File: src/pic_pkg.sv
// Constants, source tables and carrier types for the priority interrupt controller.
// Assumes a CPU core that takes one request at a time and signals each return from service.
// Contract
// - Up to twelve sources, each enabled by its own bit across two enable registers.
// - One global enable bit in the first enable register blocks all sources.
// - Every source carries one of four programmable priority levels.
// - Level comes from same-position bits of high and low priority registers, two banks.
// - A routine is preempted only by strictly higher level; top level never.
// - Simultaneous requests of different levels: the higher level is served.
// - Equal-level ties go to fixed rank one to thirteen, external zero first.
// - Each source branches to its own fixed vector address.
// - Only externals, brownout, keypad, comparators and watchdog wake from power-down.
// - Trigger-type clear: external request active while its pin samples low.
// - Trigger-type set: flag sets when one sample is high and next low.
// - Edge mode: flag clears automatically when the CPU vectors to that routine.
// - Level mode: request held until taken; still active after return retriggers.
// - Level mode: flag follows the pin directly, no software clear needed.
// - An enabled external request wakes the processor from idle or power-down.
package pic_pkg;

   localparam int NUM_SRC = 12;
   localparam int NUM_LEVELS = 4;
   localparam int NUM_EXT = 2;
   localparam int CLK_PERIOD_NS = 5;
   localparam int MACHINE_CYCLE_CLKS = 6;
   localparam logic [2:0] MC_LAST = 3'(MACHINE_CYCLE_CLKS - 1);
   localparam int GLOBAL_EN_BIT = 7;

   // Source indices in table order.
   localparam logic [3:0] SRC_EXT0 = 4'h0;
   localparam logic [3:0] SRC_EXT1 = 4'h2;
   localparam logic [1:0][3:0] EXT_SRC = {SRC_EXT1, SRC_EXT0};

   // Register bank per source: one selects the second enable and priority bank.
   localparam logic [11:0] SRC_BANK_B = 12'hdc0;
   // Bit position within the bank, index eleven first.
   localparam logic [11:0][2:0] SRC_BIT = {3'h7, 3'h5, 3'h6, 3'h2, 3'h1, 3'h0,
                                           3'h5, 3'h4, 3'h3, 3'h2, 3'h1, 3'h0};
   localparam logic [11:0][3:0] SRC_RANK = {4'hd, 4'h9, 4'h3, 4'hb, 4'h8, 4'h5,
                                            4'h2, 4'hc, 4'ha, 4'h7, 4'h4, 4'h1};
   localparam logic [11:0][15:0] SRC_VECTOR = {16'h0073, 16'h0063, 16'h0053, 16'h0043,
                                               16'h003b, 16'h0033, 16'h002b, 16'h0023,
                                               16'h001b, 16'h0013, 16'h000b, 16'h0003};
   localparam logic [11:0] SRC_WAKE = 12'h7a5;

   localparam logic [2:0] SYNC_RESET = 3'h7;
   localparam logic [3:0] IN_SERVICE_RESET = 4'h0;

   typedef struct packed {
      logic valid;
      logic [1:0] level;
      logic [3:0] src;
      logic [15:0] vector;
   } pic_req_t;

   localparam pic_req_t REQ_RESET = '{valid: 1'b0, level: 2'h0, src: 4'h0, vector: 16'h0000};

endpackage : pic_pkg

File: src/pic_ext_irq.sv
// External request input: pin synchroniser, machine-cycle sampler and request flag.
// Assumes the pin is active low and asynchronous, and sample_i pulses once per machine cycle.
`timescale 1ns/1ps
module pic_ext_irq (
   input wire logic clk_i,
   input wire logic rst_n_i,
   input wire logic pin_n_i,
   input wire logic sample_i,
   input wire logic edge_mode_i,
   input wire logic ack_i,
   output logic flag_o
);

   logic [2:0] sync;
   logic pin_stable;
   logic pin_sample;
   logic fell;

   always_ff @(posedge clk_i or negedge rst_n_i) begin
      if (!rst_n_i) begin
         sync <= pic_pkg::SYNC_RESET;
      end else begin
         sync <= {sync[1:0], pin_n_i};
      end
   end

   // A pin change is accepted only once the second and third stages agree.
   always_ff @(posedge clk_i or negedge rst_n_i) begin
      if (!rst_n_i) begin
         pin_stable <= 1'b1;
      end else if (sync[1] == sync[2]) begin
         pin_stable <= sync[2];
      end
   end

   always_ff @(posedge clk_i or negedge rst_n_i) begin
      if (!rst_n_i) begin
         pin_sample <= 1'b1;
      end else if (sample_i) begin
         pin_sample <= pin_stable;
      end
   end

   assign fell = sample_i && pin_sample && !pin_stable;

   // In edge mode a new edge beats a clear in the same cycle.
   always_ff @(posedge clk_i or negedge rst_n_i) begin
      if (!rst_n_i) begin
         flag_o <= 1'b0;
      end else if (edge_mode_i) begin
         if (fell) begin
            flag_o <= 1'b1;
         end else if (ack_i) begin
            flag_o <= 1'b0;
         end
      end else begin
         flag_o <= !pin_sample;
      end
   end
endmodule : pic_ext_irq

File: src/pic_core.sv
// Priority interrupt controller: enables, four-level priority, nesting, vector and wake-up.
// Assumes peripheral flags are synchronous to clk_i and are cleared by their own blocks.
// The CPU pulses irq_ack_i when it vectors to the presented request and irq_return_i on return.
`timescale 1ns/1ps
module pic_core #(
   parameter int NUM_SRC = pic_pkg::NUM_SRC
) (
   input wire logic clk_i,
   input wire logic rst_n_i,
   input wire logic [7:0] irq_enable_reg_a_i,
   input wire logic [7:0] irq_enable_reg_b_i,
   input wire logic [7:0] prio_low_bank_a_i,
   input wire logic [7:0] prio_high_bank_a_i,
   input wire logic [7:0] prio_low_bank_b_i,
   input wire logic [7:0] prio_high_bank_b_i,
   input wire logic [1:0] ext_trigger_type_i,
   input wire logic [1:0] ext_request_pin_n_i,
   input wire logic timer0_flag_i,
   input wire logic timer1_flag_i,
   input wire logic serial_flag_i,
   input wire logic brownout_flag_i,
   input wire logic i2c_attention_flag_i,
   input wire logic keypad_flag_i,
   input wire logic comparator_two_flag_i,
   input wire logic watchdog_overflow_flag_i,
   input wire logic comparator_one_flag_i,
   input wire logic bus_timer_flag_i,
   input wire logic irq_ack_i,
   input wire logic irq_return_i,
   output pic_pkg::pic_req_t irq_o,
   output logic [3:0] in_service_o,
   output logic [1:0] ext_request_flag_o,
   output logic wake_o
);

   // Returns {active, level} of the highest level currently in service.
   function automatic logic [2:0] top_level(input logic [3:0] isv);
      logic [2:0] res;
      res = 3'h0;
      for (int k = 0; k < pic_pkg::NUM_LEVELS; k++) begin
         if (isv[k]) begin
            res = {1'b1, k[1:0]};
         end
      end
      return res;
   endfunction : top_level

   // Picks a source's bit from whichever of the two banks holds it.
   function automatic logic bank_bit(input logic [7:0] bank_a, input logic [7:0] bank_b, input int idx);
      logic [2:0] pos;
      pos = pic_pkg::SRC_BIT[idx];
      return pic_pkg::SRC_BANK_B[idx] ? bank_b[pos] : bank_a[pos];
   endfunction : bank_bit

   logic [2:0] mc_cnt;
   logic mc_tick;
   logic [1:0] ext_flag;
   logic [1:0] ext_ack;
   logic [NUM_SRC-1:0] src_flag;
   logic [NUM_SRC-1:0] src_en;
   logic [NUM_SRC-1:0][1:0] src_lvl;
   logic [NUM_SRC-1:0] eligible;
   logic global_irq_enable;
   logic best_found;
   logic [1:0] best_level;
   logic [3:0] best_rank;
   logic [3:0] best_src;
   logic [2:0] cur_top;
   logic preempt_ok;
   logic taken;
   pic_pkg::pic_req_t next_irq;
   logic [3:0] next_in_service;

   // Machine-cycle strobe: one pulse every six CPU clocks.
   always_ff @(posedge clk_i or negedge rst_n_i) begin
      if (!rst_n_i) begin
         mc_cnt <= 3'h0;
      end else if (mc_cnt == pic_pkg::MC_LAST) begin
         mc_cnt <= 3'h0;
      end else begin
         mc_cnt <= mc_cnt + 3'h1;
      end
   end

   always_ff @(posedge clk_i or negedge rst_n_i) begin
      if (!rst_n_i) begin
         mc_tick <= 1'b0;
      end else begin
         mc_tick <= (mc_cnt == pic_pkg::MC_LAST);
      end
   end

   assign taken = irq_ack_i && irq_o.valid;

   generate
      for (genvar e = 0; e < pic_pkg::NUM_EXT; e++) begin : g_ext
         assign ext_ack[e] = taken && (irq_o.src == pic_pkg::EXT_SRC[e]);
         pic_ext_irq u_ext (
            .clk_i(clk_i),
            .rst_n_i(rst_n_i),
            .pin_n_i(ext_request_pin_n_i[e]),
            .sample_i(mc_tick),
            .edge_mode_i(ext_trigger_type_i[e]),
            .ack_i(ext_ack[e]),
            .flag_o(ext_flag[e])
         );
      end
   endgenerate

   assign ext_request_flag_o = ext_flag;

   assign src_flag = {bus_timer_flag_i, comparator_one_flag_i, watchdog_overflow_flag_i,
                      comparator_two_flag_i, keypad_flag_i, i2c_attention_flag_i,
                      brownout_flag_i, serial_flag_i, timer1_flag_i, ext_flag[1],
                      timer0_flag_i, ext_flag[0]};

   assign global_irq_enable = irq_enable_reg_a_i[pic_pkg::GLOBAL_EN_BIT];

   generate
      for (genvar g = 0; g < NUM_SRC; g++) begin : g_src
         assign src_en[g] = bank_bit(irq_enable_reg_a_i, irq_enable_reg_b_i, g);
         assign src_lvl[g] = {bank_bit(prio_high_bank_a_i, prio_high_bank_b_i, g),
                              bank_bit(prio_low_bank_a_i, prio_low_bank_b_i, g)};
         assign eligible[g] = src_flag[g] && src_en[g] && global_irq_enable;
      end
   endgenerate

   // Highest level wins; the fixed rank only breaks ties within one level.
   always_comb begin
      best_found = 1'b0;
      best_level = 2'h0;
      best_rank = 4'hf;
      best_src = 4'h0;
      for (int i = 0; i < NUM_SRC; i++) begin
         if (eligible[i] && (!best_found || (src_lvl[i] > best_level) ||
             ((src_lvl[i] == best_level) && (pic_pkg::SRC_RANK[i] < best_rank)))) begin
            best_found = 1'b1;
            best_level = src_lvl[i];
            best_rank = pic_pkg::SRC_RANK[i];
            best_src = i[3:0];
         end
      end
   end

   assign cur_top = top_level(in_service_o);
   // Nothing exceeds level three, so a routine at the top level is never preempted.
   assign preempt_ok = !cur_top[2] || (best_level > cur_top[1:0]);

   // The request drops in the cycle after it is taken, so a stale pick is never shown again.
   always_comb begin
      next_irq = pic_pkg::REQ_RESET;
      if (!taken && best_found && preempt_ok) begin
         next_irq.valid = 1'b1;
         next_irq.level = best_level;
         next_irq.src = best_src;
         next_irq.vector = pic_pkg::SRC_VECTOR[best_src];
      end
   end

   always_ff @(posedge clk_i or negedge rst_n_i) begin
      if (!rst_n_i) begin
         irq_o <= pic_pkg::REQ_RESET;
      end else begin
         irq_o <= next_irq;
      end
   end

   // One in-service bit per level; return clears the highest, uncovering the preempted level.
   always_comb begin
      next_in_service = in_service_o;
      if (taken) begin
         next_in_service[irq_o.level] = 1'b1;
      end else if (irq_return_i && cur_top[2]) begin
         next_in_service[cur_top[1:0]] = 1'b0;
      end
   end

   always_ff @(posedge clk_i or negedge rst_n_i) begin
      if (!rst_n_i) begin
         in_service_o <= pic_pkg::IN_SERVICE_RESET;
      end else begin
         in_service_o <= next_in_service;
      end
   end

   // Wake-up needs an enabled, pending source that may end power-down.
   always_ff @(posedge clk_i or negedge rst_n_i) begin
      if (!rst_n_i) begin
         wake_o <= 1'b0;
      end else begin
         wake_o <= |(eligible & pic_pkg::SRC_WAKE);
      end
   end

   // Helper logic read only by the checks below.
   logic [3:0] chk_pop_mask;
   always_comb begin
      chk_pop_mask = 4'hf;
      if (cur_top[2]) begin
         chk_pop_mask[cur_top[1:0]] = 1'b0;
      end
   end
endmodule : pic_core

File: config.mk
export PLATFORM = sky130hd
export DESIGN_NAME = pic_core
export DESIGN_NICKNAME = d
export VERILOG_FILES = /design/src/pic_pkg.sv /design/src/pic_ext_irq.sv /design/src/pic_core.sv
export SDC_FILE = /design/constraint.sdc
export NUM_CORES = 1
export LEC_CHECK = 0
export ABC_AREA = 1
export BUFFER_PORTS_ARGS = -buffer_cell sky130_fd_sc_hd__buf_2
export CORE_ASPECT_RATIO = 1.2
export CORE_UTILIZATION = 56
export CTS_BUF_LIST = sky130_fd_sc_hd__clkbuf_8
export CTS_CLUSTER_SIZE = 28
export DETAILED_ROUTE_END_ITERATION = 10
export PLACE_DENSITY = 0.94
export SYNTH_ARGS = -nofsm -noshare
export SYNTH_HDL_FRONTEND = slang
export SYNTH_SLANG_ARGS = --single-unit
File: constraint.sdc
create_clock -name clk_i -period 29 [get_ports clk_i]
set_input_delay 1.45 -clock clk_i [delete_from_list [all_inputs] [get_ports clk_i]]
set_output_delay 1.45 -clock clk_i [all_outputs]
set_load 0.01 [all_outputs]
# Word-level counts from Yosys, hierarchy flattened
# Memories as Yosys holds them, arrays and structs flattened.
# Cells that the tools add are included.
# op_classes
n_addsub	1
order_cmp	28
eq_ne	17
mux	65
bitwise	3
n_reduce_logical	101
# op_table
operator	n
two-way mux 4 bit	23
logical AND 1 bit	58
greater-than comparator 2 bit	12
less-than comparator 4 bit, first input constant	6
two-way mux 2 bit	12
logical OR 1 bit	23
two-way mux 23 bit	1
== test 2 bit	11
two-way mux 1 bit	21
logical NOT 1 bit	17
two-way mux 16 bit	1
two-way mux 3 bit	5
less-than comparator 3 x 4 -> 1 bit, first input constant	3
less-than comparator 2 x 4 -> 1 bit, first input constant	2
OR reduction 7 bit	1
less-than comparator 2 x 3 -> 1 bit, second input constant	2
!= test 3 x 1 -> 1 bit, second input constant	2
less-than comparator 4 x 5 -> 1 bit, second input constant	1
bitwise AND 4 bit	1
demux 1 bit (select 2 bit)	2
== test 4 x 2 -> 1 bit, second input constant	1
greater-or-equal comparator 2 x 1 -> 1 bit, second input constant	2
logical NOT 4 bit	1
NOT 4 bit	1
5 further kinds	6
# word_totals
reg_bits	44
rom_bits	256
input_bits	66
out_inout_bits	30
word_cells	232
n_memories	1
# mem_list
memory	words	word_bits	read_ports	rd_clocked_by_memory_dff	write_ports	line	source
(no name shown)	16	16	1	0	0	pic_core.sv:156	next_irq.vector = pic_pkg::SRC_VECTOR[best_src];

# Logic depth before layout (Yosys ltp)
# logic_depth
ltp_word	62
depth_mapped	104
depth_no_buf	104

# By module
# From an unflattened synthesis, not the netlist that was laid out.
# hier_totals
hier_cells	383
hier_area_um2	2700.1
# by_module_without_submodules
mod	instances	cells_each	area_per_inst_um2	seq_area_each_um2
pic_core	1	347	2279.7	475.5
pic_ext_irq	2	18	210.2	156.4

# Worst setup path after synthesis
# OpenSTA, ideal clock, no wires.
# synth_timing
kind	input to register
start	input irq_enable_reg_a_i[7]
end	register irq_o[3] in the netlist's numbering
setup_time_ps	86
arrival_ps	12576
t_required_ps	28914
path_slack_ps	16338
cell_stages	98
n_path_buf	1
cell_sequence	buf_6 > nand4_1 > ha_1 > nand2_1 > inv_1 > a21oi_1 > o21ai_1 > nand2_1 > o21ai_1 > ha_1 > inv_1 > nor2_1 > o21ai_0 > nand2_1 > nand2_4 > o21ai_0 > ha_1 > inv_1 > [62 not listed] > ha_1 > inv_1 > nor2_1 > o21ai_0 > nand2_1 > nand2_1 > or2_2 > nand2_1 > inv_1 > ha_1 > inv_1 > nor2_1 > o21ai_0 > nand2_1 > nand2_1 > nor2_1 > inv_1 > nor3_1
# synth_rtl
item	line	source
start: declaration	pic_core.sv:10	input wire logic [7:0] irq_enable_reg_a_i,
end signal: assignment	pic_core.sv:162	irq_o <= pic_pkg::REQ_RESET;
end signal: assignment	pic_core.sv:164	irq_o <= next_irq;
end: declaration	pic_core.sv:30	output pic_pkg::pic_req_t irq_o,

==> metrics.txt <==
# TYPE chip_impl_metric gauge
chip_impl_info{name="hold_path.startpoint",value="g_ext[0].u_ext.sync[0]"} 1
chip_impl_metric{name="synthDistinctLibCells",unit=""} 35
chip_impl_metric{name="fin_util",unit="%"} 68.48
chip_impl_info{name="critical_setup_path_kind",value="in2reg"} 1
chip_impl_info{name="yosysTopAreaCell",value="sky130_fd_sc_hd__dfrtp_1"} 1
chip_impl_metric{name="antenna_found_initial",unit=""} 0
chip_impl_metric{name="finalHoldViolations",unit=""} 0
chip_impl_metric{name="first_pass_grt_wire_length",unit="um"} 9625
chip_impl_metric{name="routed_wire_length_per_instance",unit="um"} 11.18
chip_impl_metric{name="place_hpwl",unit="um"} 4779
chip_impl_metric{name="synth_top_area_share",unit="%"} 19.44
chip_impl_info{name="critical_path.startpoint",value="irq_enable_reg_a_i[7]"} 1
chip_impl_metric{name="critPathMaxFanout",unit=""} 12
chip_impl_metric{name="relSlewSlack",unit="%"} 57.83
chip_impl_metric{name="finalCritPeriodShare",unit="%"} 49.53
chip_impl_metric{name="io_buffer_count",unit=""} 74
chip_impl_metric{name="postRouteAntennaNets",unit=""} 0
chip_impl_info{name="reg2reg_from",value="g_ext[0].u_ext.flag_o"} 1
chip_impl_metric{name="die_area",unit="sq um"} 5111
chip_impl_metric{name="route.detailed.drc",unit=""} 0
chip_impl_info{name="slowest_stage",value="sky130_fd_sc_hd__ha_1"} 1
chip_impl_metric{name="die_height",unit="um"} 78.12
chip_impl_metric{name="storage_cell_area",unit="sq um"} 788.3
chip_impl_metric{name="final_global_route_overflow_total",unit=""} 0
chip_impl_metric{name="synthesis.area",unit="sq um"} 2704
chip_impl_metric{name="dr_total_vias",unit=""} 2634
chip_impl_metric{name="post_cts_hold_buffer_count",unit=""} 0
chip_impl_metric{name="post-route-min-period",unit="ns"} 14.36
chip_impl_metric{name="grt_max_degree",unit=""} 32
chip_impl_metric{name="clock.fmax",unit="MHz"} 69.62
chip_impl_info{name="startpoint_type",value="input pin"} 1
chip_impl_info{name="clk_root_buffer_cell",value="sky130_fd_sc_hd__clkbuf_8"} 1
chip_impl_metric{name="worst-endpoint-arrival",unit="ns"} 14.57
chip_impl_metric{name="timing.critical_path.slowest_cell_delay",unit="ns"} 0.32
chip_impl_metric{name="cells_after_synth",unit=""} 379
chip_impl_metric{name="gr-usage-all-layers",unit="%"} 23.42
chip_impl_metric{name="multiInputGateArea",unit="sq um"} 1559
chip_impl_metric{name="dieWidth",unit="um"} 65.43
chip_impl_metric{name="clock-skew-final",unit="ns"} 0.005837
chip_impl_info{name="post_synth_main_area_contributors",value="sky130_fd_sc_hd__dfrtp_1, sky130_fd_sc_hd__nand2_1, sky130_fd_sc_hd__ha_1"} 1
chip_impl_metric{name="first_global_vias",unit=""} 2488
chip_impl_metric{name="timing.max_cap.violations",unit=""} 0
chip_impl_metric{name="latest_clock_arrival_within_the_worst_skew_pair",unit="ns"} 0.29
chip_impl_metric{name="power.leakage",unit="nW"} 1.957
chip_impl_metric{name="ys_seq_elements",unit=""} 31
chip_impl_metric{name="clock_path_buffers",unit=""} 2
chip_impl_metric{name="drive_above_1_share",unit="%"} 28.41
chip_impl_metric{name="place_worst_setup_slack",unit="ns"} 14.51
chip_impl_metric{name="slew_viol_final",unit=""} 0
chip_impl_metric{name="cts_setup_buffers",unit=""} 0
chip_impl_info{name="outcome",value="finished clean"} 1
chip_impl_metric{name="floorplan.rows",unit=""} 27
chip_impl_metric{name="clock_edge_transition_at_the_registers_on_the_reported_setup_and_hold_paths",unit="ns"} 0.07
chip_impl_metric{name="power-per-cell-area",unit="nW/um^2"} 63.64
chip_impl_metric{name="yosysWarnings",unit=""} 0
chip_impl_metric{name="routabilityCongestion",unit=""} 0.7726
chip_impl_metric{name="synth_sequential_area_ratio",unit="%"} 29.15
chip_impl_metric{name="placeableCoreArea",unit="sq um"} 4628
chip_impl_metric{name="first_pass_iters",unit=""} 4
chip_impl_metric{name="power.ir.vdd_worst",unit="V"} 0.00002702
chip_impl_metric{name="fillCellCount",unit=""} 386
chip_impl_info{name="tritoncts",value="done"} 1
chip_impl_metric{name="report.final.setup_viol",unit=""} 0
chip_impl_metric{name="antenna_cells",unit=""} 0
chip_impl_metric{name="io-pin-count",unit=""} 96
chip_impl_metric{name="fin_setup_tns",unit="ns"} 0
chip_impl_info{name="path_common_cell",value="sky130_fd_sc_hd__inv_1"} 1
chip_impl_info{name="hold_class",value="reg2reg"} 1
chip_impl_metric{name="cts.sinks",unit=""} 31
chip_impl_metric{name="fin_nets",unit=""} 543
chip_impl_metric{name="initial_core_util",unit="%"} 58.42
chip_impl_metric{name="htree_depth",unit=""} 2
chip_impl_metric{name="drt_first_iter_violations",unit=""} 89
chip_impl_metric{name="crit_required",unit="ns"} 29.20
chip_impl_metric{name="postCtsResizedCells",unit=""} 0
chip_impl_metric{name="detail_route.vias_per_cell",unit=""} 5.145
chip_impl_metric{name="timing_worst_slew_pin_value",unit="ns"} 0.6326
chip_impl_metric{name="cts-buffers-inserted",unit=""} 5
chip_impl_metric{name="layout-area-overhead-vs-synth",unit="%"} 17.21
chip_impl_metric{name="wirelength",unit="um"} 5723
chip_impl_metric{name="postSynthAreaPerCell",unit="sq um"} 7.134
chip_impl_info{name="unrepaired_setup_endpoints_after_global_routing",value="false"} 1
chip_impl_info{name="critical_path.endpoint_type",value="flip-flop"} 1
chip_impl_metric{name="worst_slack",unit="ns"} 14.64
## synth_stat cells
library cell,instances
sky130_fd_sc_hd__nor2_1,28
sky130_fd_sc_hd__maj3_1,2
sky130_fd_sc_hd__o31ai_1,1
sky130_fd_sc_hd__a21oi_1,20
sky130_fd_sc_hd__dfstp_2,10
sky130_fd_sc_hd__inv_2,2
sky130_fd_sc_hd__nor4_1,1
sky130_fd_sc_hd__nand3_1,16
sky130_fd_sc_hd__a211oi_1,1
sky130_fd_sc_hd__o22ai_1,1
sky130_fd_sc_hd__nor2_2,2
sky130_fd_sc_hd__a31oi_1,4
sky130_fd_sc_hd__nand3_4,1
sky130_fd_sc_hd__buf_4,15
sky130_fd_sc_hd__inv_1,69
sky130_fd_sc_hd__and2_1,2
sky130_fd_sc_hd__nand4_1,4
sky130_fd_sc_hd__buf_6,1
sky130_fd_sc_hd__a21oi_2,2
sky130_fd_sc_hd__nand2_2,13
sky130_fd_sc_hd__or2_2,1
sky130_fd_sc_hd__o21bai_1,4
sky130_fd_sc_hd__a22oi_1,1
sky130_fd_sc_hd__nor3_1,2
sky130_fd_sc_hd__dfrtp_1,21
sky130_fd_sc_hd__nand3_2,5
sky130_fd_sc_hd__nand2_1,81
sky130_fd_sc_hd__conb_1,1
sky130_fd_sc_hd__a32oi_1,1
sky130_fd_sc_hd__o21ai_2,1
sky130_fd_sc_hd__ha_1,24
sky130_fd_sc_hd__o21ai_0,19
sky130_fd_sc_hd__nor3_2,1
sky130_fd_sc_hd__nand2_4,9
sky130_fd_sc_hd__o21ai_1,13
## worst paths after layout
kind / to / slack, ns / cells after the start
worst max-delay path: irq_o[3] / 14.64 / 98
worst min-delay path: g_ext[0].u_ext.sync[1] / 0.36 / 0
worst max register to register: irq_o[3] / 15.68 / 97
worst min register to register: g_ext[0].u_ext.sync[1] / 0.36 / 0
max in group asynchronous: irq_o[20] / 27.40 / 1
min in group asynchronous: g_ext[0].u_ext.flag_o / 1.17 / 1
## where the power goes
group / total (mW) / switching (mW) / internal [mW]
Sequential: 0.0603 / 0.00717 / 0.0531
Combinational: 0.0986 / 0.0606 / 0.0380
Clock: 0.0428 / 0.0173 / 0.0256
Total: 0.202 / 0.0851 / 0.117
## cells by family (layout without fill, tap and decap cells)
group / Yosys count / in the layout / synth area share [%]
AO/OA/AOI/OAI: 68 / 68 / 14.02
adder cells (fa/ha/maj): 26 / 26 / 11.85
buffers and inverters: 87 / 153 / 14.44
flip-flops: 31 / 31 / 29.15
other: 1 / 10 / 0.1387
AND/OR/NAND/NOR: 166 / 166 / 30.40
## cell type report
cell class	count	share of cell area, %
clock inverter	3	1.382
tap	58	2.290
sequential	31	24.87
multi-input combinational	270	49.19
timing repair buffer	74	11.69
inverter	71	8.409
clock buffer	5	2.171
## worst max-delay path, delay by kind of cell
family | cells | cell delay [ns]
AND/OR/NAND/NOR | 42 | 4.43
buffers and inverters | 18 | 1.26
AO/OA/AOI/OAI | 26 | 3.89
adder cells (fa/ha/maj) | 12 | 3.46
## sequential cells by signal, indices dropped and copies added (netlist names)
| name | cells |
|---|---|
| irq_o | 10 |
| g_ext.u_ext.sync | 6 |
| in_service_o | 4 |
| mc_cnt | 3 |
| g_ext.u_ext.flag_o | 2 |
| g_ext.u_ext.pin_sample | 2 |
| g_ext.u_ext.pin_stable | 2 |
| mc_tick | 1 |
| wake_o | 1 |
## routing by layer
| metal | up-vias | share of wire, % | global-route usage [%] |
|---|---|---|---|
| li1 | 1347 | - | - |
| met1 | 1214 | 40 | 23.11 |
| met2 | 64 | 55 | 47.22 |
| met3 | 9 | 2.8 | 2.616 |
| met4 | 0 | 2.3 | 9.565 |
| met5 | - | 0 | 0 |
## layout by cell type (no fill, tap or decap), drive strengths merged, types with 2 or more instances in the layout
| cell | Yosys | layout |
|---|---|---|
| inv | 71 | 71 |
| maj3 | 2 | 2 |
| dfrtp | 21 | 21 |
| o21bai | 4 | 4 |
| nand4 | 4 | 4 |
| clkinv | 0 | 2 |
| o21ai | 33 | 33 |
| clkbuf | 0 | 5 |
| a31oi | 4 | 4 |
| nand2 | 103 | 103 |
| nand3 | 22 | 22 |
| a21oi | 22 | 22 |
| nor3 | 3 | 3 |
| nor2 | 30 | 30 |
| ha | 24 | 24 |
| buf | 16 | 74 |
| conb | 1 | 10 |
| dfstp | 10 | 10 |
| and2 | 2 | 2 |
## metrics by stage
step                      hold WS (ns)  power (mW)  cell area (sq um)  cells
after floorplan                 0.3452      0.1341               2738    388
after global placement          0.3457      0.1529               3057    504
after detailed placement        0.3478      0.1583               3057    504
after CTS                       0.3581      0.2024               3169    512
after global routing            0.3608      0.2191               3169    512
final                           0.3570      0.2017               3169    512
(Power assumes the default switching activity.)
